===== config.mk =====
export PLATFORM = sky130hd
export DESIGN_NAME = csic_core
export DESIGN_NICKNAME = d
export VERILOG_FILES = /design/src/design/csic_pkg.sv /design/src/design/csic_irq_if.sv /design/src/design/csic_core.sv /design/src/design/csic_irq_arb.sv
export SDC_FILE = /design/constraint.sdc
export NUM_CORES = 1
export LEC_CHECK = 0
export BUFFER_PORTS_ARGS = -buffer_cell sky130_fd_sc_hd__buf_2
export CAP_MARGIN = 40
export CELL_PAD_IN_SITES_DETAIL_PLACEMENT = 0
export CELL_PAD_IN_SITES_GLOBAL_PLACEMENT = 2
export CORE_UTILIZATION = 30
export DETAILED_ROUTE_END_ITERATION = 10
export GPL_TIMING_DRIVEN = 0
export PLACE_DENSITY = 0.83
export SLEW_MARGIN = 30
export SYNTH_ARGS = -nofsm -noshare
export SYNTH_HDL_FRONTEND = slang
export SYNTH_SLANG_ARGS = --single-unit

===== constraint.sdc =====
create_clock -name clk_sys -period 3 [get_ports clk_sys]
set_input_delay 0.15 -clock clk_sys [delete_from_list [all_inputs] [get_ports clk_sys]]
set_output_delay 0.15 -clock clk_sys [all_outputs]
set_load 0.005 [all_outputs]

===== src/design/csic_pkg.sv =====
package csic_pkg;

    // interrupt sources, lowest index ranks highest
    localparam int         CSIC_NSRC       = 4;
    localparam int         CSIC_IDXW       = 2;
    // sources with a level-type condition, no flag
    localparam logic [3:0] CSIC_LEVEL_MASK = 4'h8;

    // i/o space offsets of the block's registers
    localparam logic [5:0] CSIC_IO_SPL     = 6'h2D;
    localparam logic [5:0] CSIC_IO_SPH     = 6'h2E;
    localparam logic [5:0] CSIC_IO_FLAGS   = 6'h2F;

    // reset values and fixed fields
    localparam logic [7:0] CSIC_SPL_RESET  = 8'h00;
    localparam logic [7:0] CSIC_SPH_VALUE  = 8'h00;
    localparam logic [7:0] CSIC_FLAGS_RESET = 8'h00;
    localparam int         CSIC_GIE_BIT    = 7;

    // pointer bytes start at general register 26
    localparam logic [4:0] CSIC_PTR_BASE   = 5'h1A;
    localparam logic [4:0] CSIC_PTR_TOP    = 5'h1F;

    // vectors: reset at zero, source i at base plus i
    localparam logic [9:0] CSIC_RESET_VEC  = 10'h000;
    localparam logic [9:0] CSIC_VEC_BASE   = 10'h001;

    // sequence lengths in core clock cycles
    localparam int         CSIC_ENTRY_CYC  = 4;
    localparam int         CSIC_WAKE_CYC   = 4;
    localparam int         CSIC_INTERRUPT_RETURN_INSTRUCTION_CYC   = 4;
    localparam logic [3:0] CSIC_ENTRY_LAST = 4'(CSIC_ENTRY_CYC - 1);
    localparam logic [3:0] CSIC_WAKE_LAST  =
        4'(CSIC_ENTRY_CYC + CSIC_WAKE_CYC - 1);
    localparam logic [3:0] CSIC_INTERRUPT_RETURN_INSTRUCTION_LAST  = 4'(CSIC_INTERRUPT_RETURN_INSTRUCTION_CYC - 1);

    typedef enum logic [1:0] {
        CSIC_IDLE,
        CSIC_ENTRY,
        CSIC_RETURN
    } csic_st_e;

    typedef enum logic [1:0] {
        CSIC_PTR_PLAIN,
        CSIC_PTR_DISP,
        CSIC_PTR_POSTINC,
        CSIC_PTR_PREDEC
    } csic_ptr_e;

    function automatic logic [CSIC_NSRC-1:0] csic_onehot(
        input logic [CSIC_IDXW-1:0] idx
    );
        csic_onehot = CSIC_NSRC'(1) << idx;
    endfunction

endpackage


===== src/design/csic_irq_if.sv =====
`timescale 1ns/1ps
interface csic_irq_if;
    logic [csic_pkg::CSIC_NSRC-1:0] en;
    logic                           clr_wr;
    logic [csic_pkg::CSIC_NSRC-1:0] clr_data;
    logic                           ack;
    logic [csic_pkg::CSIC_IDXW-1:0] ack_idx;
    logic                           req_any;
    logic [csic_pkg::CSIC_IDXW-1:0] req_idx;
    logic [csic_pkg::CSIC_NSRC-1:0] req;
    logic [csic_pkg::CSIC_NSRC-1:0] flags;

    modport arb (
        input  en,
        input  clr_wr,
        input  clr_data,
        input  ack,
        input  ack_idx,
        output req_any,
        output req_idx,
        output req,
        output flags
    );

    modport core (
        output en,
        output clr_wr,
        output clr_data,
        output ack,
        output ack_idx,
        input  req_any,
        input  req_idx,
        input  req,
        input  flags
    );
endinterface


===== src/design/csic_core.sv =====
`timescale 1ns/1ps
// Summary of operation
// - six top registers form three pointers
// - pointers use displacement, postincrement or predecrement
// - push lowers pointer one, call/interrupt two
// - pop raises pointer one, return two
// - stack pointer two bytes, high reads zero
// - one undivided clock, fetch overlaps execute
// - take only when source and global enabled
// - lower vector ranks higher, reset first
// - taking interrupt clears global enable
// - interrupt return sets global enable
// - vectoring or writing one clears flag
// - disabled flag stays pending until served
// - pending flags served in priority order
// - level sources request only while present
// - one instruction runs after interrupt return
// - flags register never saved by hardware
// - disable acts at once, same cycle too
// - instruction after enable runs before interrupts
// - entry four cycles, pushes program counter
// - wake from sleep adds four cycles
// - return four cycles, pops counter, enables
// - global enable is flags bit seven
module csic_core (
    input  wire logic                           clk_sys,
    input  wire logic                           rst,
    input  wire logic                           instr_done,
    input  wire logic                           op_push,
    input  wire logic                           op_pop,
    input  wire logic                           op_call,
    input  wire logic                           op_ret,
    input  wire logic                           op_interrupt_return_instruction,
    input  wire logic                           op_sei,
    input  wire logic                           op_cli,
    input  wire logic [9:0]                     pc_in,
    input  wire logic                           sleeping,
    input  wire logic                           wake_ready,
    input  wire logic                           alu_flags_wr,
    input  wire logic [6:0]                     alu_flags,
    input  wire logic                           io_wr_en,
    input  wire logic                           io_rd_en,
    input  wire logic [5:0]                     io_addr,
    input  wire logic [7:0]                     io_wr_data,
    output logic      [7:0]                     io_rd_data,
    input  wire logic                           gpr_wr_en,
    input  wire logic [4:0]                     gpr_wr_addr,
    input  wire logic [7:0]                     gpr_wr_data,
    input  wire logic [4:0]                     gpr_rd_addr,
    output logic      [7:0]                     gpr_rd_data,
    input  wire logic                           ptr_req,
    input  wire logic [1:0]                     ptr_sel,
    input  wire csic_pkg::csic_ptr_e            ptr_mode,
    input  wire logic [5:0]                     ptr_disp,
    output logic      [15:0]                    data_addr,
    input  wire logic [csic_pkg::CSIC_NSRC-1:0] irq_flag_set,
    input  wire logic [csic_pkg::CSIC_NSRC-1:0] irq_level,
    input  wire logic [csic_pkg::CSIC_NSRC-1:0] irq_enable,
    input  wire logic                           flag_clr_wr,
    input  wire logic [csic_pkg::CSIC_NSRC-1:0] flag_clr_data,
    output logic      [csic_pkg::CSIC_NSRC-1:0] irq_ack,
    output logic                                seq_hold,
    output logic                                wake_req,
    output logic                                vector_valid,
    output logic      [9:0]                     vector_addr,
    output logic                                stack_we,
    output logic                                stack_rd_en,
    output logic      [15:0]                    stack_addr,
    output logic      [7:0]                     stack_wr_data,
    input  wire logic [7:0]                     stack_rd_data,
    output logic                                pc_load,
    output logic      [9:0]                     pc_out,
    output logic                                gie
);
    import csic_pkg::*;

    typedef struct packed {
        csic_st_e             st;
        logic [3:0]           cnt;
        logic                 wake;
        logic [7:0]           stack_pointer_low;
        logic [7:0]           processor_flags_register;
        logic                 inhib;
        logic [5:0][7:0]      pb;
        logic [15:0]          data_addr;
        logic [7:0]           gpr_rd;
        logic [7:0]           io_rd;
        logic [CSIC_NSRC-1:0] ack;
        logic                 hold;
        logic                 wake_req;
        logic                 vec_valid;
        logic [9:0]           vec_addr;
        logic [9:0]           ret_pc;
        logic [CSIC_IDXW-1:0] idx;
        logic                 we;
        logic                 rd_en;
        logic [15:0]          saddr;
        logic [7:0]           wd;
        logic                 pc_load;
        logic [9:0]           pc_out;
    } csic_core_s;

    csic_core_s  r;
    csic_core_s  next_r;
    logic        take;
    logic        gate;
    logic [2:0]  pslot;
    logic [15:0] ptr_cur;
    logic [15:0] ptr_new;
    logic [3:0]  last;

    csic_irq_if irq ();

    csic_irq_arb u_arb (
        .clk_sys      (clk_sys),
        .rst          (rst),
        .irq_flag_set (irq_flag_set),
        .irq_level    (irq_level),
        .irq          (irq.arb)
    );

    function automatic logic csic_is_ptr(input logic [4:0] a);
        csic_is_ptr = (a >= CSIC_PTR_BASE) && (a <= CSIC_PTR_TOP);
    endfunction

    function automatic logic [2:0] csic_slot(input logic [4:0] a);
        csic_slot = 3'(a - CSIC_PTR_BASE);
    endfunction

    assign irq.en       = irq_enable;
    assign irq.clr_wr   = flag_clr_wr;
    assign irq.clr_data = flag_clr_data;
    assign irq.ack      = take;
    assign irq.ack_idx  = irq.req_idx;

    always_comb
    begin
        next_r       = r;
        take         = 1'b0;
        pslot        = {ptr_sel, 1'b0};
        ptr_cur      = {r.pb[pslot + 3'h1], r.pb[pslot]};
        ptr_new      = ptr_cur;
        last         = r.wake ? CSIC_WAKE_LAST : CSIC_ENTRY_LAST;
        // global enable, no inhibit, plus a gated request from the arbiter
        gate         = r.processor_flags_register[CSIC_GIE_BIT] && !r.inhib
                     && irq.req_any;
        next_r.ack       = '0;
        next_r.vec_valid = 1'b0;
        next_r.we        = 1'b0;
        next_r.rd_en     = 1'b0;
        next_r.pc_load   = 1'b0;

        // register file bytes behind the pointers
        if (gpr_wr_en && csic_is_ptr(gpr_wr_addr))
        begin
            next_r.pb[csic_slot(gpr_wr_addr)] = gpr_wr_data;
        end
        next_r.gpr_rd = csic_is_ptr(gpr_rd_addr)
                      ? r.pb[csic_slot(gpr_rd_addr)] : 8'h00;

        // indirect address generation
        if (ptr_req)
        begin
            next_r.data_addr = ptr_cur;
            unique case (ptr_mode)
                CSIC_PTR_PLAIN:
                begin
                    next_r.data_addr = ptr_cur;
                end
                CSIC_PTR_DISP:
                begin
                    next_r.data_addr = ptr_cur + {10'h000, ptr_disp};
                end
                CSIC_PTR_POSTINC:
                begin
                    ptr_new = ptr_cur + 16'h0001;
                end
                CSIC_PTR_PREDEC:
                begin
                    ptr_new          = ptr_cur - 16'h0001;
                    next_r.data_addr = ptr_new;
                end
            endcase
            next_r.pb[pslot]        = ptr_new[7:0];
            next_r.pb[pslot + 3'h1] = ptr_new[15:8];
        end

        // flag bits from the alu; bit seven left to control
        if (alu_flags_wr)
        begin
            next_r.processor_flags_register[6:0] = alu_flags;
        end

        // stack pointer steps from the sequencer
        if (r.st == CSIC_IDLE)
        begin
            if (op_push)
            begin
                next_r.stack_pointer_low = r.stack_pointer_low - 8'h01;
            end
            else if (op_call)
            begin
                next_r.stack_pointer_low = r.stack_pointer_low - 8'h02;
            end
            else if (op_pop)
            begin
                next_r.stack_pointer_low = r.stack_pointer_low + 8'h01;
            end
            else if (op_ret)
            begin
                next_r.stack_pointer_low = r.stack_pointer_low + 8'h02;
            end
        end

        // i/o register port
        if (io_rd_en)
        begin
            case (io_addr)
                CSIC_IO_SPL:   next_r.io_rd = r.stack_pointer_low;
                CSIC_IO_SPH:   next_r.io_rd = CSIC_SPH_VALUE;
                CSIC_IO_FLAGS: next_r.io_rd = r.processor_flags_register;
                default:       next_r.io_rd = 8'h00;
            endcase
        end
        if (io_wr_en)
        begin
            if (io_addr == CSIC_IO_SPL)
            begin
                next_r.stack_pointer_low = io_wr_data;
            end
            else if (io_addr == CSIC_IO_FLAGS)
            begin
                next_r.processor_flags_register = io_wr_data;
            end
        end

        next_r.wake_req = sleeping && r.processor_flags_register[CSIC_GIE_BIT]
                        && irq.req_any && (r.st == CSIC_IDLE);

        unique case (r.st)
            CSIC_IDLE:
            begin
                if (instr_done)
                begin
                    // requests sampled at instruction boundaries or on wake from sleep
                    if (op_sei)
                    begin
                        next_r.processor_flags_register[CSIC_GIE_BIT] = 1'b1;
                        next_r.inhib              = 1'b1;
                    end
                    else
                    begin
                        next_r.inhib = 1'b0;
                        if (op_cli)
                        begin
                            next_r.processor_flags_register[CSIC_GIE_BIT] = 1'b0;
                        end
                        else if (gate)
                        begin
                            take = 1'b1;
                        end
                    end
                end
                else if (sleeping && wake_ready && gate)
                begin
                    take = 1'b1;
                end
                else if (op_interrupt_return_instruction)
                begin
                    next_r.st   = CSIC_RETURN;
                    next_r.cnt  = 4'h0;
                    next_r.hold = 1'b1;
                end
                if (take)
                begin
                    next_r.st                 = CSIC_ENTRY;
                    next_r.cnt                = 4'h0;
                    next_r.wake               = sleeping && !instr_done;
                    next_r.processor_flags_register[CSIC_GIE_BIT] = 1'b0;
                    next_r.ret_pc             = pc_in;
                    next_r.idx                = irq.req_idx;
                    next_r.ack = csic_onehot(irq.req_idx);
                    next_r.hold               = 1'b1;
                end
            end
            CSIC_ENTRY:
            begin
                // push low byte then high byte of the return address
                if (r.cnt == 4'h0 || r.cnt == 4'h1)
                begin
                    next_r.we    = 1'b1;
                    next_r.saddr = {8'h00, r.stack_pointer_low};
                    next_r.wd    = (r.cnt == 4'h0) ? r.ret_pc[7:0]
                                 : {6'h00, r.ret_pc[9:8]};
                    next_r.stack_pointer_low   = r.stack_pointer_low - 8'h01;
                end
                if (r.cnt == last)
                begin
                    next_r.st        = CSIC_IDLE;
                    next_r.hold      = 1'b0;
                    next_r.vec_valid = 1'b1;
                    next_r.vec_addr  = CSIC_VEC_BASE
                                     + {8'h00, r.idx};
                end
                else
                begin
                    next_r.cnt = r.cnt + 4'h1;
                end
            end
            CSIC_RETURN:
            begin
                // read data arrives one cycle after the strobe is seen
                if (r.cnt == 4'h0 || r.cnt == 4'h1)
                begin
                    next_r.rd_en = 1'b1;
                    next_r.saddr = {8'h00, r.stack_pointer_low + 8'h01};
                    next_r.stack_pointer_low   = r.stack_pointer_low + 8'h01;
                end
                if (r.cnt == 4'h2)
                begin
                    next_r.pc_out[9:8] = stack_rd_data[1:0];
                end
                if (r.cnt == CSIC_INTERRUPT_RETURN_INSTRUCTION_LAST)
                begin
                    next_r.pc_out[7:0]        = stack_rd_data;
                    next_r.pc_load            = 1'b1;
                    next_r.processor_flags_register[CSIC_GIE_BIT] = 1'b1;
                    next_r.inhib              = 1'b1;
                    next_r.hold               = 1'b0;
                    next_r.st                 = CSIC_IDLE;
                end
                else
                begin
                    next_r.cnt = r.cnt + 4'h1;
                end
            end
            default:
            begin
                next_r.st   = CSIC_IDLE;
                next_r.hold = 1'b0;
            end
        endcase
    end

    // single core clock, no division
    always_ff @(posedge clk_sys)
    begin
        if (rst)
        begin
            r          <= '0;
            r.st       <= CSIC_IDLE;
            r.stack_pointer_low      <= CSIC_SPL_RESET;
            r.processor_flags_register     <= CSIC_FLAGS_RESET;
            r.vec_addr <= CSIC_RESET_VEC;
        end
        else
        begin
            r <= next_r;
        end
    end

    assign io_rd_data    = r.io_rd;
    assign gpr_rd_data   = r.gpr_rd;
    assign data_addr     = r.data_addr;
    assign irq_ack       = r.ack;
    assign seq_hold      = r.hold;
    assign wake_req      = r.wake_req;
    assign vector_valid  = r.vec_valid;
    assign vector_addr   = r.vec_addr;
    assign stack_we      = r.we;
    assign stack_rd_en   = r.rd_en;
    assign stack_addr    = r.saddr;
    assign stack_wr_data = r.wd;
    assign pc_load       = r.pc_load;
    assign pc_out        = r.pc_out;
    assign gie           = r.processor_flags_register[CSIC_GIE_BIT];

    // helper: last idle boundary carried the enable instruction
    logic sei_last;

    always_ff @(posedge clk_sys)
    begin
        if (rst)
        begin
            sei_last <= 1'b0;
        end
        else if (instr_done && r.st == CSIC_IDLE)
        begin
            sei_last <= op_sei;
        end
    end
endmodule


===== src/design/csic_irq_arb.sv =====
`timescale 1ns/1ps
module csic_irq_arb (
    input  wire logic                           clk_sys,
    input  wire logic                           rst,
    input  wire logic [csic_pkg::CSIC_NSRC-1:0] irq_flag_set,
    input  wire logic [csic_pkg::CSIC_NSRC-1:0] irq_level,
    csic_irq_if.arb                             irq
);
    import csic_pkg::*;

    typedef struct packed {
        logic [CSIC_NSRC-1:0] flags;
    } csic_arb_s;

    csic_arb_s            r;
    csic_arb_s            next_r;
    logic [CSIC_NSRC-1:0] clr;
    logic [CSIC_NSRC-1:0] req;
    logic [CSIC_IDXW-1:0] idx;

    always_comb
    begin
        next_r = r;
        clr    = irq.clr_wr ? irq.clr_data : '0;
        if (irq.ack)
        begin
            clr = clr | csic_onehot(irq.ack_idx);
        end
        // set beats clear; flags hold while disabled
        next_r.flags = (r.flags & ~clr)
                     | (irq_flag_set & ~CSIC_LEVEL_MASK);
        // level sources ask only while present
        req = (r.flags | (irq_level & CSIC_LEVEL_MASK)) & irq.en;
        idx = '0;
        for (int i = CSIC_NSRC - 1; i >= 0; i--)
        begin
            if (req[i])
            begin
                idx = CSIC_IDXW'(i);
            end
        end
    end

    always_ff @(posedge clk_sys)
    begin
        if (rst)
        begin
            r <= '0;
        end
        else
        begin
            r <= next_r;
        end
    end

    assign irq.req_any = |req;
    assign irq.req_idx = idx;
    assign irq.req     = req;
    assign irq.flags   = r.flags;
endmodule


; Yosys cells after proc, flatten, opt, wreduce, memory -nomap -nowiden
; Cells that the tools add are included.
[op_classes]
add_sub_neg = 12
n_reduce_logical = 36
bitwise_logic = 11
order_cmp = 11
eq_ne = 21
n_shift = 1
muxes = 82
[op_table]
columns = op, n
row1 = bitwise mux 48 bit, 3
row2 = two-way mux 8 bit, 17
row3 = case mux 16 bit (2 select lines), 3
row4 = two-way mux 64 bit, 1
row5 = binary-select mux 8 bit (select 3 bit), 2
row6 = demux 8 bit (select 3 bit), 2
row7 = two-way mux 48 bit, 1
row8 = two-way mux 16 bit, 2
row9 = case mux 8 bit (2 select lines), 2
row10 = two-way mux 24 bit, 1
row11 = two-way mux 1 bit, 23
row12 = two-way mux 6 bit, 3
row13 = two-way mux 17 bit, 1
row14 = "adder 16 x 1 -> 16 bit, second input constant", 1
row15 = adder 16 x 6 -> 16 bit, 1
row16 = binary-select mux 8 bit (select 2 bit), 1
row17 = demux 8 bit (select 2 bit), 1
row18 = "less-than comparator 3 x 4 -> 1 bit, second input constant", 4
row19 = two-way mux 4 bit, 4
row20 = "subtractor 16 x 1 -> 16 bit, second input constant", 1
row21 = logical AND 1 bit, 14
row22 = two-way mux 7 bit, 2
row23 = "!= test 2 bit, second input constant", 7
row24 = "equality test 6 bit, second input constant", 2
row25 = 43 further kinds, 75
[word_totals]
ff_bits = 174
inputBits = 101
output_inout_bits = 87

; Longest topological paths before layout
[depth]
word_depth = 14
mapped_depth = 15
mapped_depth_nobuf = 13

; Cells and area by module
; A second synthesis with hierarchy kept.
[hier_totals]
hier_cells = 1242
area_unflattened_um2 = 10388.7
[by_module_without_submodules]
columns = module, n_inst, cells_each, area_each_um2
row1 = csic_core, 1, 1211, 10127.2
row2 = csic_irq_arb, 1, 31, 261.5

; Least setup slack after synthesis
; No wires, ideal clock.
[synth_timing]
path_type = input -> register
start = input port ptr_sel[1]
end = register r, in the netlist data_addr[15]
required_time_ns = 2.909
path_slack_ns = 0.254
arrival_ns = 2.655
setup_time_ns = 0.091
n_path_buf = 2
stages = 13
cell_sequence = buf_6 -> buf_8 -> mux2i_1 -> a2bb2oi_2 -> inv_2 -> ha_1 -> a21o_1 -> nand4_1 -> nand3_1 -> a21oi_1 -> and4b_1 -> or3_1 -> a311oi_1
[synth_between]
elab_chain_cells = 5
elab_cells_between_ends = 8
cone_classes = add/sub (3) / mux (5)
[synth_rtl]
columns = element, line
row1 = start: declaration, csic_core.sv:52  ; input wire logic [1:0] ptr_sel,
row2 = adder 3 x 1 -> 3 bit, csic_core.sv:141  ; ptr_cur = {r.pb[pslot + 3'h1], r.pb[pslot]};
row3 = binary-select mux 8 bit (select 3 bit), csic_core.sv:141
row4 = two-way mux 8 bit (not written as such), csic_core.sv:141
row5 = subtractor 16 x 1 -> 16 bit / adder 16 x 6 -> 16 bit (equally long branches), "csic_core.sv:180, csic_core.sv:172"
row6 = case mux 16 bit (2 select lines) (*), csic_core.sv:165  ; unique case (ptr_mode)
row7 = end signal: assignment, csic_core.sv:358  ; r <= next_r;
row8 = end: declaration, csic_core.sv:103  ; csic_core_s r;
; Every way passes the cells marked *; elsewhere a longest branch is shown, timed or not. The select of a mux whose other input is x is not followed.
; A chain may end at the register's enable or synchronous reset.

; Worst setup path in the final report
[layout_timing]
start = register r[132] in the netlist's numbering
end = register r, in the netlist data_addr[10]
[layout_between]
elab_chain_cells = 4
elab_cells_between_ends = 7
cone_classes = add/sub (2) / mux (5)
[layout_rtl]
columns = element, line
row1 = binary-select mux 8 bit (select 3 bit) / binary-select mux 8 bit (select 2 bit) (equally long branches), csic_core.sv:141
row2 = two-way mux 8 bit (not written as such), csic_core.sv:141
row3 = subtractor 16 x 1 -> 16 bit / adder 16 x 6 -> 16 bit (equally long branches), "csic_core.sv:180, csic_core.sv:172"
row4 = case mux 16 bit (2 select lines) (*), csic_core.sv:165
; Marked as above.

==> run metrics <==
Synth area leaders dfxtp_1 (30%), mux2i_1 (7.3%), buf_4 (5.8%), a211oi_1 (5.4%), nor2_1 (4.7%); sequential cell area 3183 um^2; clk_skew 13.70 ps; total gr overflow 0; drt drc 0; Post-DP HPWL 29060 um; Die Area 36080 um^2; Pwr per Cell Area 470.7 nW/um^2; die span in y 190.0 um; CTS Buffer Depth 2; Root Buffer Master clkbuf_16; number of synthesized register bits 159; final WL 38710 um; Clock Latency Late Sink 440 ps; status complete, no violations; maximum clock frequency 341.8 MHz; largest net degree at the start of global routing 17; clock slew at reported path FFs 70 ps; Top-Level Pins 188; Setup WS pre-CTS -404.0 ps; PnR worst setup slack 73.90 ps; routed len/inst 19.87 um; startpoint types register; GRT Resource Usage Total 21.33%; min-delay worst type primary input to register; Via density 5.272; Core ar. 34630 um^2; Nets 1605; register area share after synthesis 30.03%; port buffer count 161; cell with the most instances after synthesis dfxtp_1; vias in the first global route 10000; Ys Warns 0; synthesized area per cell 8.486 um^2; Final period util 97.54%; share of layout cells above drive strength 1 24.88%; # setup viols final 0; Num CTS Buffers 17; gpl congestion 0.9063; Worst setup EP type register; final slew viol count 0; antenna violations before repair 2; CTS tree yes; dominant synthesized flop cell dfxtp_1; CTS sink count 159; Post-synth EDFFs 0; Critical Path RT 3300 ps; crit-path max FO 6; post-route ant nets 0; vias 10270; Async SR Flop Fraction 0%; WS Path Type register to register; setup repair after global routing missed its margin true; Unique masters post-synth 91; Worst VDD drop 0.4091 mV; fin util 37.60%; Fillers 3622; max-cap violations 0; cells after synthesis 1249; Synth area leader dfxtp_1; Slew headroom 44.21%; list of most frequent post-synthesis cells dfxtp_1 (159), nor2_1 (134), nand2_1 (89); Starting Density 30.61%; Mapped Area 10600 um^2; DRT Pass-1 Iters 5; Multi-input gate area 6446 um^2; final hold vios 0; P&R area growth vs syn 22.83%; Yosys top cell area share 30.03%; die span in x 190.0 um; H-tree levels 4; row cnt 68; Tmin final 2926 ps; initial drt markers 827; first-pass GRT wire length 58930 um; Pleak 5.263 nW; Worst Tran Pin Value 836.9 ps; CP Data Arrival Time 3220 ps
[registers in the layout, summed over array words and instances, names as in the netlist, 4 cells and up]
register         count
gpr_rd_data          8
r                   83
io_rd_data           8
irq_ack              4
u_arb.irq.flags      4
data_addr           16
stack_addr           8
stack_wr_data        8
pc_out              10
[critical path, cell delays in order (launching register included)]
cell and delay [ps]:
dfxtp_1 340, mux2i_1 330, o21a_2 270, inv_2 130, ha_1 340, nor2b_2 190, o31ai_2 290, a21o_1 270
nor3_1 70, a21oi_1 240, mux2i_1 220, o32ai_1 100
[what timing repair did]
action,in CTS,in global routing
buffers inserted,3,7
pin swaps,1,1
gates resized for setup,5,6
endpoints found under the setup margin,8,9
hold buffers,24,0
hold endpoints to repair,26,0
[path summary, 6_finish.rpt]
| path | endpoint | from | cells past startpoint | slack [ps] |
|---|---|---|---|---|
| setup / recovery | data_addr[10]$_SDFFE_PP0P_ | r[132]$_SDFF_PP0_ | 11 | 70 |
| setup reg to reg | data_addr[10]$_SDFFE_PP0P_ | r[132]$_SDFF_PP0_ | 11 | 70 |
| hold / removal | u_arb.irq.flags[3]$_SDFF_PP0_ | flag_clr_data[3] | 4 | 9 |
| hold reg to reg | pc_out[3]$_SDFFE_PP0P_ | pc_out[3]$_SDFFE_PP0P_ | 2 | 460 |
[final cells by class]
cell class	instances	area share [%]
multi-input cells	913	49.51
flip-flops and latches	159	24.45
repair buffers	196	8.669
plain buffers	163	7.689
well taps	455	4.373
clock buffers	17	3.268
clock inverters	15	1.153
inverters	28	0.8458
diodes	2	0.03844
[per-layer routing]
metal	share of wire (%)	wire (um)	global-route usage [%]	vias up
li1	-	-	-	4944
met1	43	16520	27.00	4934
met2	50	19280	37.02	345
met3	5.7	2201	3.560	47
met4	1.8	704	5.862	0
met5	0	0	0	-
[cell families after synthesis]
family | after synthesis | synth area share (%)
xor gates and xnor gates | 39 | 3.223
AOI/OAI and AO/OA | 335 | 23.24
DFF | 159 | 30.03
other | 1 | 0.03538
and+or+nand+nor | 400 | 19.45
muxes | 98 | 10.40
buffers and inverters | 191 | 10.47
adders and majority gates | 26 | 3.140
[cell usage in the layout (no fill, tap or decap), drive strengths merged, types with 5 or more instances in the layout]
cell         count
nor2b           28
or3             12
dfxtp          159
nand2b           8
o211ai           9
a211oi          77
a21o             9
and2             6
a311oi          11
o2bb2ai          8
inv             35
conb            15
o21a             6
a31oi           15
o21ai           48
ha              25
mux2            11
nand2           90
clkinv           5
mux2i           79
o31ai            5
a2bb2oi         10
xor2            13
buf            268
a22oi           26
and3            14
nand3           27
nor2           135
nor3            30
dlygate4sd3     24
xnor2           26
mux4             8
nand4           10
a21oi           66
clkbuf          84
nor4            14
nor3b            7
nand3b           9
[power by group]
group | internal, mW | switching [mW]
clock | 1.17 | 1.06
sequential | 2.22 | 0.0923
combinational | 0.643 | 0.935
total | 4.04 | 2.09
[metrics by stage]
step	setup TNS (ps)	hold WS (ps)	total power, mW	instance area [um^2]	cells
global placement	-4806	362.1	3.867	12030	1879
CTS	0	0.1520	6.141	12940	1939
global route	-31.55	10.50	6.391	13020	1947
finish	0	9.234	6.128	13020	1948
floorplan	0	267.7	3.362	10650	1263
detailed placement	-3613	373.3	3.870	12060	1880
(Power assumes the default switching activity.)
